### src/logic/rbtt_pkg.sv
// constants and types shared by the read burst timing block
package rbtt_pkg;
    // command codes seen on the command/address bus
    typedef enum logic [2:0] {
        RBTT_CMD_NOP = 3'h0,
        RBTT_CMD_OPEN = 3'h1,
        RBTT_CMD_READ = 3'h2,
        RBTT_CMD_WRITE = 3'h3,
        RBTT_CMD_CLOSE = 3'h4
    } rbtt_cmd_type;
    // burst-length field encodings of mode_register_zero
    typedef enum logic [1:0] {
        RBTT_BL_FIXED8 = 2'h0,
        RBTT_BL_SELECT = 2'h1,
        RBTT_BL_FIXED4 = 2'h2,
        RBTT_BL_RSVD = 2'h3
    } rbtt_bl_type;
    // register byte offsets
    localparam logic [7:0] RBTT_OFS_MODE = 8'h00;
    localparam logic [7:0] RBTT_OFS_LAT = 8'h04;
    localparam logic [7:0] RBTT_OFS_STATUS = 8'h08;
    localparam logic [7:0] RBTT_OFS_RL = 8'h0c;
    // field positions
    localparam int RBTT_MODE_BL_LSB = 0;
    localparam int RBTT_MODE_RTC_LSB = 9;
    localparam int RBTT_LAT_CL_LSB = 0;
    localparam int RBTT_LAT_AL_LSB = 6;
    localparam int RBTT_LAT_PL_LSB = 11;
    localparam int RBTT_LAT_PAR_BIT = 16;
    localparam int RBTT_LAT_INV_BIT = 17;
    localparam int RBTT_ST_VCLOSE_BIT = 16;
    localparam int RBTT_ST_VOPEN_BIT = 17;
    localparam int RBTT_ST_LAST8_BIT = 18;
    // reset values
    localparam logic [31:0] RBTT_MODE_RST = 32'h0000_0200;
    localparam logic [31:0] RBTT_LAT_RST = 32'h0000_000b;
    // timing
    localparam int RBTT_CLK_PS = 8000;
    localparam int RBTT_RTC_MIN_PS = 7500;
    localparam int RBTT_RTC_MIN_CK = 4;
    localparam int RBTT_RTC_PS_CYC = (RBTT_RTC_MIN_PS + RBTT_CLK_PS - 1) / RBTT_CLK_PS;
    localparam int RBTT_RTC_FLOOR =
        (RBTT_RTC_PS_CYC > RBTT_RTC_MIN_CK) ? RBTT_RTC_PS_CYC : RBTT_RTC_MIN_CK;
    localparam logic [7:0] RBTT_RTC_BASE = 8'h05;
    localparam logic [6:0] RBTT_INV_ADDER = 7'h02;
    localparam logic [3:0] RBTT_BEATS8 = 4'h8;
    localparam logic [3:0] RBTT_BEATS4 = 4'h4;
endpackage

### src/logic/rbtt_read_timing.sv
// read burst timing, bank close tracking and read data return
// Function
// [RULE1] close waits additive latency plus read-to-close
// [RULE2] close also waits open-to-close minimum; auto close fires after close_gap without checking it
// [RULE3] read-to-close at least max(4 clocks, 7.5ns)
// [RULE4] reopen waits row close time after close
// [RULE5] reopen also waits row cycle time
// [RULE6] field 01: address bit 12 picks burst
// [RULE7] field 10: fixed four-beat chop
// [RULE8] field 00: fixed eight-beat burst
// [RULE9] two-clock write preamble: raise write latency; this block keeps no write latency to raise
// [RULE10] bus inversion adds two clocks latency
// [RULE11] parity adds parity latency to read latency
// [RULE12] code 001 gives read-to-close of six
// [RULE13] address bit 10 requests auto close
// [RULE14] first beat at additive plus cas latency
//
// Decided for this implementation: the register addresses and strobed register access.
`timescale 1ns/10ps
module rbtt_read_timing
    import rbtt_pkg::*;
#(
    parameter int BANKS = 16,
    parameter int COL_W = 10,
    parameter int MAX_RL = 64,
    parameter logic [7:0] OPEN_TO_CLOSE_MIN = 8'h1c,
    parameter logic [7:0] ROW_CLOSE_TIME = 8'h0b,
    parameter logic [7:0] ROW_CYCLE_TIME = 8'h27
) (
    // clock, reset, enable
    input wire logic sys_clk_i,
    input wire logic rst_b_i,
    input wire logic ce_i,
    // command/address bus
    input wire rbtt_pkg::rbtt_cmd_type cmd_i,
    input wire logic [$clog2(BANKS)-1:0] bank_i,
    input wire logic [COL_W-1:0] col_i,
    input wire logic auto_close_address_bit_i,
    input wire logic burst_select_address_bit_i,
    // register port
    input wire logic [7:0] reg_addr_i,
    input wire logic [31:0] reg_wdata_i,
    input wire logic reg_wr_i,
    input wire logic reg_rd_i,
    output logic [31:0] reg_rdata_o,
    // read data stream
    output logic data_valid_o,
    output logic [COL_W-1:0] data_o,
    output logic data_last_o,
    input wire logic data_ready_i,
    // bank state
    output logic [BANKS-1:0] bank_open_o
);
    localparam int BW = $clog2(BANKS);

    // elaboration refuses sizes the logic cannot serve
    if (BANKS < 2 || BANKS > 16) $error("rbtt_read_timing: BANKS out of range");
    if (COL_W < 4) $error("rbtt_read_timing: COL_W too small");
    if (MAX_RL < 8 || MAX_RL > 127) $error("rbtt_read_timing: MAX_RL out of range");

    // decoding used by reads and writes alike
    function automatic logic burst_is_eight(input logic [1:0] field, input logic sel);
        case (field)
            // [RULE8] fixed eight beats
            RBTT_BL_FIXED8: burst_is_eight = 1'b1;
            // [RULE6] per-command select
            RBTT_BL_SELECT: burst_is_eight = sel;
            // [RULE7] fixed four-beat chop
            RBTT_BL_FIXED4: burst_is_eight = 1'b0;
            default: burst_is_eight = 1'b1;
        endcase
    endfunction

    ////////////////////////////////////////////////////////////////////
    logic [31:0] mode_reg;
    logic [31:0] lat_reg;
    logic viol_close_reg;
    logic viol_open_reg;
    logic last8_reg;
    logic [1:0] bl_field;
    logic [7:0] rtc_prog;
    logic [7:0] rtc_eff;
    logic [7:0] al8;
    logic [7:0] close_gap;
    logic [6:0] rl;
    logic is_rd;
    logic is_open;
    logic is_close;
    logic cmd_eight;
    logic wr_status;
    logic set_vclose;
    logic set_vopen;
    logic adv;

    assign bl_field = mode_reg[RBTT_MODE_BL_LSB+:2];
    assign is_rd = ce_i && (cmd_i == RBTT_CMD_READ);
    assign is_open = ce_i && (cmd_i == RBTT_CMD_OPEN);
    assign is_close = ce_i && (cmd_i == RBTT_CMD_CLOSE);
    assign cmd_eight = burst_is_eight(bl_field, burst_select_address_bit_i);
    assign wr_status = reg_wr_i && (reg_addr_i == RBTT_OFS_STATUS);
    // [RULE12] code plus five, so 001 gives six
    assign rtc_prog = RBTT_RTC_BASE + {5'h00, mode_reg[RBTT_MODE_RTC_LSB+:3]};
    // [RULE3] never below the floor
    assign rtc_eff = (rtc_prog < 8'(RBTT_RTC_FLOOR)) ? 8'(RBTT_RTC_FLOOR) : rtc_prog;
    assign al8 = {3'h0, lat_reg[RBTT_LAT_AL_LSB+:5]};
    // [RULE1] internal read sits additive latency after the command
    assign close_gap = al8 + rtc_eff;

    // read latency: [RULE14] base, [RULE11] parity, [RULE10] inversion
    always_comb begin
        rl = {1'b0, lat_reg[RBTT_LAT_CL_LSB+:6]} + {2'h0, lat_reg[RBTT_LAT_AL_LSB+:5]};
        if (lat_reg[RBTT_LAT_PAR_BIT]) begin
            rl = rl + {3'h0, lat_reg[RBTT_LAT_PL_LSB+:4]};
        end
        if (lat_reg[RBTT_LAT_INV_BIT]) begin
            rl = rl + RBTT_INV_ADDER;
        end
        if (rl > 7'(MAX_RL)) begin
            rl = 7'(MAX_RL);
        end else if (rl == 7'h00) begin
            rl = 7'h01;
        end
    end

    ////////////////////////////////////////////////////////////////////
    // configuration registers
    always_ff @(posedge sys_clk_i or negedge rst_b_i) begin
        if (!rst_b_i) begin
            mode_reg <= RBTT_MODE_RST;
            lat_reg <= RBTT_LAT_RST;
        end else if (ce_i && reg_wr_i) begin
            if (reg_addr_i == RBTT_OFS_MODE) mode_reg <= {20'h0, reg_wdata_i[11:9], 7'h0,
                                                          reg_wdata_i[1:0]};
            if (reg_addr_i == RBTT_OFS_LAT) lat_reg <= {14'h0, reg_wdata_i[17:0]};
        end
    end

    // sticky spacing flags, set wins over write-one-to-clear
    always_ff @(posedge sys_clk_i or negedge rst_b_i) begin
        if (!rst_b_i) begin
            viol_close_reg <= 1'b0;
            viol_open_reg <= 1'b0;
            last8_reg <= 1'b1;
        end else if (ce_i) begin
            if (set_vclose) viol_close_reg <= 1'b1;
            else if (wr_status && reg_wdata_i[RBTT_ST_VCLOSE_BIT]) viol_close_reg <= 1'b0;
            if (set_vopen) viol_open_reg <= 1'b1;
            else if (wr_status && reg_wdata_i[RBTT_ST_VOPEN_BIT]) viol_open_reg <= 1'b0;
            if (cmd_i == RBTT_CMD_READ || cmd_i == RBTT_CMD_WRITE) last8_reg <= cmd_eight;
        end
    end

    // read data one cycle after the strobe, unmapped reads give zero
    always_ff @(posedge sys_clk_i or negedge rst_b_i) begin
        if (!rst_b_i) begin
            reg_rdata_o <= 32'h0000_0000;
        end else if (ce_i) begin
            reg_rdata_o <= 32'h0000_0000;
            if (reg_rd_i) begin
                case (reg_addr_i)
                    RBTT_OFS_MODE: reg_rdata_o <= mode_reg;
                    RBTT_OFS_LAT: reg_rdata_o <= lat_reg;
                    RBTT_OFS_STATUS: reg_rdata_o <= {13'h0, last8_reg, viol_open_reg,
                                                     viol_close_reg, 16'(bank_open_o)};
                    RBTT_OFS_RL: reg_rdata_o <= {25'h0, rl};
                    default: reg_rdata_o <= 32'h0000_0000;
                endcase
            end
        end
    end

    ////////////////////////////////////////////////////////////////////
    // per-bank ages and auto-close timers
    logic [BANKS-1:0] vclose_b;
    logic [BANKS-1:0] vopen_b;

    genvar g;
    generate
        for (g = 0; g < BANKS; g = g + 1) begin : g_bank
            logic [7:0] read_age_reg;
            logic [7:0] open_age_reg;
            logic [7:0] close_age_reg;
            logic [7:0] auto_reg;
            logic hit;
            logic auto_fire;
            assign hit = (bank_i == BW'(g));
            assign auto_fire = (auto_reg == 8'h01);
            // [RULE1] [RULE2] early close command is flagged
            assign vclose_b[g] = is_close && hit &&
                ((read_age_reg < close_gap) || (open_age_reg < OPEN_TO_CLOSE_MIN));
            // [RULE4] [RULE5] early reopen is flagged
            assign vopen_b[g] = is_open && hit &&
                ((close_age_reg < ROW_CLOSE_TIME) || (open_age_reg < ROW_CYCLE_TIME));
            always_ff @(posedge sys_clk_i or negedge rst_b_i) begin
                if (!rst_b_i) begin
                    read_age_reg <= 8'hff;
                    open_age_reg <= 8'hff;
                    close_age_reg <= 8'hff;
                    auto_reg <= 8'h00;
                    bank_open_o[g] <= 1'b0;
                end else if (ce_i) begin
                    if (read_age_reg != 8'hff) read_age_reg <= read_age_reg + 8'h01;
                    if (open_age_reg != 8'hff) open_age_reg <= open_age_reg + 8'h01;
                    if (close_age_reg != 8'hff) close_age_reg <= close_age_reg + 8'h01;
                    if (auto_reg != 8'h00) auto_reg <= auto_reg - 8'h01;
                    if (hit && cmd_i == RBTT_CMD_READ) begin
                        read_age_reg <= 8'h01;
                        // [RULE13] auto close after additive plus read-to-close
                        if (auto_close_address_bit_i) auto_reg <= close_gap;
                    end
                    if (hit && cmd_i == RBTT_CMD_OPEN) begin
                        open_age_reg <= 8'h01;
                        bank_open_o[g] <= 1'b1;
                    end
                    if ((hit && cmd_i == RBTT_CMD_CLOSE) || auto_fire) begin
                        close_age_reg <= 8'h01;
                        bank_open_o[g] <= 1'b0;
                        auto_reg <= 8'h00;
                    end
                end
            end
        end
    endgenerate

    assign set_vclose = |vclose_b;
    assign set_vopen = |vopen_b;

    ////////////////////////////////////////////////////////////////////
    // latency delay line: valid, eight-beat flag, column
    logic [MAX_RL-1:0] dl_valid_reg;
    logic [MAX_RL-1:0] dl_eight_reg;
    logic [COL_W-1:0] dl_col_reg [MAX_RL];
    logic [6:0] ins_at;

    assign ins_at = rl - 7'h01;

    generate
        for (g = 0; g < MAX_RL; g = g + 1) begin : g_stage
            localparam int NXT = (g < MAX_RL - 1) ? g + 1 : g; // last stage has no feeder
            always_ff @(posedge sys_clk_i or negedge rst_b_i) begin
                if (!rst_b_i) begin
                    dl_valid_reg[g] <= 1'b0;
                    dl_eight_reg[g] <= 1'b0;
                    dl_col_reg[g] <= '0;
                end else if (is_rd && ins_at == 7'(g)) begin
                    dl_valid_reg[g] <= 1'b1;
                    dl_eight_reg[g] <= cmd_eight;
                    dl_col_reg[g] <= col_i;
                end else if (ce_i && adv) begin
                    if (g == MAX_RL - 1) begin
                        dl_valid_reg[g] <= 1'b0;
                    end else begin
                        dl_valid_reg[g] <= dl_valid_reg[NXT];
                        dl_eight_reg[g] <= dl_eight_reg[NXT];
                        dl_col_reg[g] <= dl_col_reg[NXT];
                    end
                end
            end
        end
    endgenerate

    ////////////////////////////////////////////////////////////////////
    // beat generator feeding the buffer; stalls the line when full
    logic active_reg;
    logic [3:0] beat_reg;
    logic [3:0] beats_reg;
    logic [COL_W-1:0] bcol_reg;
    logic push;
    logic buf_ready;
    logic [3:0] cur_beat;
    logic [3:0] cur_beats;
    logic [COL_W-1:0] cur_col;
    logic [COL_W:0] push_word;

    assign push = active_reg || dl_valid_reg[0];
    // a read waiting in stage 0 holds the line until the running burst ends
    assign adv = (!push || buf_ready) && !(dl_valid_reg[0] && active_reg);
    assign cur_beat = active_reg ? beat_reg : 4'h0;
    assign cur_beats = active_reg ? beats_reg : (dl_eight_reg[0] ? RBTT_BEATS8 : RBTT_BEATS4);
    assign cur_col = active_reg ? bcol_reg : dl_col_reg[0];
    assign push_word = {(cur_beat == cur_beats - 4'h1),
                        cur_col[COL_W-1:3], cur_col[2:0] + cur_beat[2:0]};

    always_ff @(posedge sys_clk_i or negedge rst_b_i) begin
        if (!rst_b_i) begin
            active_reg <= 1'b0;
            beat_reg <= 4'h0;
            beats_reg <= 4'h0;
            bcol_reg <= '0;
        end else if (ce_i && push && buf_ready) begin
            active_reg <= (cur_beat != cur_beats - 4'h1);
            beat_reg <= cur_beat + 4'h1;
            beats_reg <= cur_beats;
            bcol_reg <= cur_col;
        end
    end

    rbtt_skid_buf #(
        .WIDTH(COL_W + 1)
    ) u_buf (
        .sys_clk_i(sys_clk_i),
        .rst_b_i(rst_b_i),
        .ce_i(ce_i),
        .in_valid_i(push),
        .in_data_i(push_word),
        .in_ready_o(buf_ready),
        .out_valid_o(data_valid_o),
        .out_data_o({data_last_o, data_o}),
        .out_ready_i(data_ready_i)
    );
endmodule // rbtt_read_timing

### src/logic/rbtt_skid_buf.sv
// two-entry buffer with registered outputs
`timescale 1ns/10ps
module rbtt_skid_buf #(
    parameter int WIDTH = 8
) (
    // clock and reset
    input wire logic sys_clk_i,
    input wire logic rst_b_i,
    input wire logic ce_i,
    // filling side
    input wire logic in_valid_i,
    input wire logic [WIDTH-1:0] in_data_i,
    output logic in_ready_o,
    // draining side
    output logic out_valid_o,
    output logic [WIDTH-1:0] out_data_o,
    input wire logic out_ready_i
);
    logic spare_valid_reg;
    logic [WIDTH-1:0] spare_reg;
    logic take_in;

    // elaboration refuses an empty word
    if (WIDTH < 1) $error("rbtt_skid_buf: WIDTH must be at least 1");

    assign take_in = in_valid_i && !spare_valid_reg;

    // head and spare slots
    always_ff @(posedge sys_clk_i or negedge rst_b_i) begin
        if (!rst_b_i) begin
            out_valid_o <= 1'b0;
            out_data_o <= '0;
            spare_valid_reg <= 1'b0;
            spare_reg <= '0;
        end else if (ce_i) begin
            if (!out_valid_o || out_ready_i) begin
                if (spare_valid_reg) begin
                    out_data_o <= spare_reg;
                    out_valid_o <= 1'b1;
                    spare_valid_reg <= 1'b0;
                end else begin
                    out_data_o <= in_data_i;
                    out_valid_o <= in_valid_i;
                end
            end else if (take_in) begin
                spare_reg <= in_data_i;
                spare_valid_reg <= 1'b1;
            end
        end
    end

    // ready only while the spare slot is free
    assign in_ready_o = !spare_valid_reg;
endmodule // rbtt_skid_buf

### config.mk
export PLATFORM = sky130hd
export DESIGN_NAME = rbtt_read_timing
export DESIGN_NICKNAME = d
export VERILOG_FILES = /design/src/logic/rbtt_pkg.sv /design/src/logic/rbtt_read_timing.sv /design/src/logic/rbtt_skid_buf.sv
export SDC_FILE = /design/constraint.sdc
export NUM_CORES = 2
export LEC_CHECK = 0
export BUFFER_PORTS_ARGS = -buffer_cell sky130_fd_sc_hd__buf_2
export CAP_MARGIN = 20
export CORE_AREA = 2 2 425 427
export CTS_BUF_LIST = sky130_fd_sc_hd__clkbuf_16
export DETAILED_ROUTE_END_ITERATION = 8
export DIE_AREA = 0 0 427 429
export GPL_TIMING_DRIVEN = 0
export PLACE_DENSITY_LB_ADDON = 0.08
export SLEW_MARGIN = 0
export SYNTH_ARGS = -nofsm -noshare
export SYNTH_HDL_FRONTEND = slang
export SYNTH_SLANG_ARGS = --single-unit
### constraint.sdc
create_clock -name sys_clk_i -period 5.3 [get_ports sys_clk_i]
set_input_delay 1.325 -clock sys_clk_i [delete_from_list [all_inputs] [get_ports sys_clk_i]]
set_output_delay 1.325 -clock sys_clk_i [all_outputs]
set_load 0.005 [all_outputs]
# Yosys cells after proc, flatten, opt, wreduce, memory -nomap -nowiden
# Cells that the tools add are included.
# totals
register_bits,1397
out_inout_bits,60
# classes
n_addsub,73
magnitude_cmp,66
n_eq_ne,153
mux,592
n_bitwise,1
n_reduce_logical,470
# op_table
operator,n
two-way mux 8 bit,160
two-way mux 10 bit,127
"adder 8 x 1 -> 8 bit, second input constant",48
"inequality test 8 bit, second input constant",48
two-way mux 1 bit,293
nonzero test 2 bit,131
"== test 7 x 6 -> 1 bit, second input constant",32
logical AND 1 bit,189
AND reduction 2 bit,71
"== test 8 x 1 -> 1 bit, second input constant",16
"< comparator 8 x 4 -> 1 bit, second input constant",16
"< comparator 8 x 5 -> 1 bit, second input constant",16
< comparator 8 x 6 -> 1 bit,16
"< comparator 8 x 6 -> 1 bit, second input constant",16
nonzero test 8 bit,16
"subtractor 8 x 1 -> 8 bit, second input constant",16
"== test 7 x 5 -> 1 bit, second input constant",16
one-hot mux 19 bit (4 select lines),1
"== test 7 x 4 -> 1 bit, second input constant",8
logical OR 1 bit,52
"== test 4 bit, second input constant",8
two-way mux 32 bit,1
OR reduction 16 bit,2
"== test 7 x 3 -> 1 bit, second input constant",4
35 further kinds,52

# Longest topological paths before layout
# logic_depth
depth_word,12
mapped_depth,22
depth_no_buf,18

# By module
# A second synthesis with hierarchy kept.
# hier_totals
cells_unflattened,7662
hier_area_um2,72430.7
# by_module_without_submodules
module,instances,cells_each,area_each_um2,seq_area_each_um2
rbtt_read_timing,1,7577,71313.4,34519.4
rbtt_skid_buf,1,85,1117.3,600.6

# Worst setup path after synthesis
# OpenSTA, ideal clock, no wires.
# synth_path
path_kind,reg-to-reg
from,register lat_reg[0]
to,register dl_col_reg[362] (netlist bit)
setup_time_ns,0.121
t_arrival_ns,4.620
setup_slack_ns,0.559
stages_incl_launch_ff,21
path_buffers,3
synth_period_minus_slack_ns,4.741
cell_sequence,dfstp_2 > ha_1 > inv_1 > fa_1 > fa_1 > xnor2_1 > mux2_2 > ha_1 > nand2_1 > nor3_1 > mux2i_1 > and2_1 > o31ai_4 > xnor2_1 > buf_4 > mux2i_1 > clkbuf_1 > nand2_1 > clkbuf_1 > a32oi_1 > nand2_1
# synth_between
elab_chain_cells,12
# synth_rtl
item,line,rtl
"start, declared",rbtt_read_timing.sv:76,logic [31:0] lat_reg;
"start signal, assigned",rbtt_read_timing.sv:134,"if (reg_addr_i == RBTT_OFS_LAT) lat_reg <= {14'h0, reg_wdata_i[17:0]};"
adder 6 x 5 -> 7 bit (*),rbtt_read_timing.sv:111,"rl = {1'b0, lat_reg[RBTT_LAT_CL_LSB+:6]} + {2'h0, lat_reg[RBTT_LAT_AL_LSB+:5]};"
adder 7 x 4 -> 7 bit,rbtt_read_timing.sv:113,"rl = rl + {3'h0, lat_reg[RBTT_LAT_PL_LSB+:4]};"
two-way mux 7 bit (*),rbtt_read_timing.sv:112,if (lat_reg[RBTT_LAT_PAR_BIT]) begin
adder 7 x 2 -> 7 bit,rbtt_read_timing.sv:116,rl = rl + RBTT_INV_ADDER;
two-way mux 7 bit (*),rbtt_read_timing.sv:115,if (lat_reg[RBTT_LAT_INV_BIT]) begin
branches (longest 2 deep; another with greater-than comparator 7 bit),-,
two-way mux 7 bit (*),rbtt_read_timing.sv:118,if (rl > 7'(MAX_RL)) begin
subtractor 7 x 1 -> 7 bit (*),rbtt_read_timing.sv:235,assign ins_at = rl - 7'h01;
== test 7 x 5 -> 1 bit (*),rbtt_read_timing.sv:245,end else if (is_rd && ins_at == 7'(g)) begin
logical AND 1 bit (*),rbtt_read_timing.sv:245,
two-way mux 10 bit / nonzero test 2 bit (equally long branches),-,
"end signal, assigned by index",rbtt_read_timing.sv:248,dl_col_reg[g] <= col_i;
"end signal, assigned by index",rbtt_read_timing.sv:255,dl_col_reg[g] <= dl_col_reg[NXT];
"end, declared",rbtt_read_timing.sv:232,logic [COL_W-1:0] dl_col_reg [MAX_RL];
# Every way passes the cells marked *.
# A chain may end at the register's enable or synchronous reset.

# Worst setup path in the final report
# layout_path
from,input ce_i
to,register g_bank[2].read_age_reg[5]
# layout_between
elab_chain_cells,1
# layout_rtl
item,line,rtl
"start, declared",rbtt_read_timing.sv:33,"input wire logic ce_i,"
AND reduction 2 bit (no line),-,
"end signal, assigned",rbtt_read_timing.sv:202,if (read_age_reg != 8'hff) read_age_reg <= read_age_reg + 8'h01;
"end, declared",rbtt_read_timing.sv:180,logic [7:0] read_age_reg;
# Every way passes these cells.

==> key figures <==
Finish
  – Design area: 82100 um2
  – Layout cells sized above 1: 14.1%
  – Commonest non-fill, non-tap cell in the layout: nand2_1
  – Commonest cells after routing, fill and taps aside: nand2_1, dfrtp_1, nor2_1, o21ai_0, dfstp_2
  – Fillers: 17100
  – Layout area overhead: 15.7%
  – Layout Utilization: 46.1%
  – NumNets Final: 8264
  – Max reg flops: 640
  – Layout Cells excl Fill: 10500

Power
  – Leakage: 36.6 nW
  – Peak VDD IR: 0.263 mV
  – Pwr/cell area: 491 nW/um2

Worst setup path
  – CP dominant cell by count: clkbuf_1
  – Crit path from: ce_i
  – Endpoint class of the critical path: flip-flop
  – Reg2reg start: lat_reg[0]
  – CP max stage cell: clkbuf_1
  – Critical path required time: 6.01 ns
  – Buf/Inv on CP: 10
  – Cell Chain, Critical Path: clkbuf_1 -> clkbuf_1 -> buf_8 -> clkbuf_1 -> buf_6 -> clkbuf_1 -> buf_1 -> buf_8 -> clkbuf_1 -> buf_16 -> a21oi_1
  – Worst path arrival time: 6.01 ns
  – Worst Setup Start Kind: input port
  – Max incr delay on CP: 0.71 ns
  – CP Max Fanout: 15
  – Worst path top cell family by delay: buffers and inverters
  – Worst setup path class: in -> reg

Synthesis
  – YS warnings: 0
  – Post-synthesis cell type count: 81
  – Dominant cells by area after synthesis: dfrtp_1, dfstp_2, nand2_1, mux2i_1, nor2_1
  – Syn Inst Count: 7627
  – Avg Inst Size Synth: 9.30 um2
  – Synth Register Bits: 1384
  – Area share of the largest cell type after synthesis: 35.1%
  – Top FF cell, synth: dfrtp_1
  – Post-synth EDFFs: 0
  – Sequential fraction of the synthesis area: 49.5%
  – Post-synth top area cell: dfrtp_1
  – Post-synthesis async set-or-reset flop share: 100%
  – Netlist Area Pre-Place: 71000 um2

Clock tree
  – Clock root buffer: clkbuf_16
  – CTS Sinks: 1384
  – CTS Hold Bufs: 0
  – Clock Latency Late Sink: 0.84 ns
  – Clk slew on worst S/H paths: 0.06 ns
  – Num CTS Buffers: 165
  – CTS tree: built
  – Max H-tree Level: 4
  – Clock Path Buffers: 3

Timing
  – Setup ws final: 0.00424 ns
  – Final Hold Violating Endpoints: 0
  – Final critical-path share of the clock period: 99.9%
  – Setup violation total in the final timing report: 0
  – RSZ-0062 raised after global routing: yes
  – Fin Clk Skew: 0.0355 ns
  – Fmax achieved: 0.189 GHz
  – Tmin final: 5.30 ns
  – Max-slew violations: 0
  – Setup TNS: 0 ns
  – Slew HR: 16.0%
  – Worst-margin pin slew: 1.26 ns

Detailed routing
  – Initial DRT Pass Iterations: 6
  – Post-Route WL: 269000 um
  – Routed vias/inst: 5.84
  – Vias: 61400
  – Detailed Route Iter0 Violations: 6895
  – # DRC: 0
  – Routed Antenna Nets: 0
  – DR WL/cell: 25.6 um

Place
  – Placer congestion estimate: 0.976
  – Post-Place Cell Area: 75400 um2
  – Placed insts: 10100
  – Post-DP HPWL: 192000 um
  – # port buffers: 85
  – Worst slack, placed: -2.23 ns

Global routing
  – Initial antenna violation count: 18
  – Largest net degree at the start of global routing: 161
  – First-pass GRT wire length: 396000 um
  – Total gr overflow: 0
  – Global-route usage over all layers: 29.0%
  – Vias in the first global route: 58100

Floorplan
  – Row cnt: 155
  – Die Ht: 429 um
  – Die Area: 183000 um2
  – I/O pin count: 125
  – Core Area: 178000 um2
  – Width of the chip: 427 um
  – Starting Density: 39.9%

Run status
  – Status: completed

Worst hold path
  – Hold crit path type: in -> async

Job
  – Max-cap viol count: 0
[kinds of logic (layout without fill, tap and decap cells)]
logic type | Yosys count | count (layout) | synth area share (%)
flops | 1384 | 1384 | 49.5
other cells | 1 | 20 | 0.00528
compound gates | 1782 | 1782 | 16.1
xor+xnor | 240 | 241 | 2.98
fa+ha+maj | 187 | 187 | 3.34
mux | 429 | 430 | 6.15
buf+inv | 563 | 1066 | 3.16
simple gates | 3041 | 3041 | 18.8
[repair_timing]
action | 4_1_cts | 5_1_grt
setup buffers | 32 | 25
cloned | 4 | 0
resized for setup | 171 | 174
setup endpoints to repair | 770 | 735
pin swaps | 22 | 24
[stage by stage]
step | hold slack [ns] | power (W)
after floorplan | 0.440 | 0.0248
after global placement | 0.456 | 0.0287
after detailed placement | 0.461 | 0.0291
after CTS | 0.400 | 0.0401
after global routing | 0.433 | 0.0427
final | 0.420 | 0.0403
[metal layers]
layer / GRT usage, % / routed length [um] / vias up
met1: 44.1 / 124000 / 30600
met3: 5.76 / 23900 / 423
met2: 40.8 / 112000 / 2426
li1: - / - / 27900
met5: 0 / 115 / -
met4: 9.42 / 8910 / 6
[power by group]
group / switching, W / internal [W] / leakage [nW]
Combinational: 0.00726 / 0.00482 / 16.4
Sequential: 0.00293 / 0.0145 / 17.6
Clock: 0.00484 / 0.00596 / 2.68
[Yosys cell counts (37+ instances only)]
cell and n:
and3_1 147, nor2b_1 39, a31oi_1 150, nand2b_1 54
dfrtp_1 995, nor4_1 62, nand4_1 90, or3_1 75
nand3_1 188, dfstp_2 389, inv_1 97, mux2i_1 389
mux2_2 38, xnor2_1 74, nand2_1 1203, a21oi_1 367
a21o_1 64, nor2_1 973, ha_1 183, nor3_1 120
a32oi_1 47, xor2_1 164, a221o_1 191, o22ai_1 37
clkbuf_1 365, o21ai_0 639, buf_2 58
[cell type report]
cell class,instances,area (um2),area share (%)
clock buffer,167,4180,5.09
buffer,459,2130,2.60
timing repair buffer,210,2060,2.51
sequential,1384,35100,42.8
multi-input combinational,5694,34400,41.9
antenna,7,17.5,0.0213
clock inverter,132,828,1.01
tap,2355,2950,3.59
inverter,98,380,0.463
[worst paths after layout]
kind / cells past startpoint / to / slack (ns)
worst max-delay path: 11 / g_bank[2].read_age_reg[5] / 0.004
worst min-delay path: 1 / bank_open_o[12] / 0.42
worst max register to register: 18 / dl_col_reg[347] / 0.06
worst min register to register: 2 / u_buf.out_data_o[1] / 0.47
max in group asynchronous: 4 / dl_eight_reg[55] / 2.41
min in group sys_clk_i: 2 / u_buf.out_data_o[1] / 0.47
No activity file was read; power rests on OpenSTA's default activity.
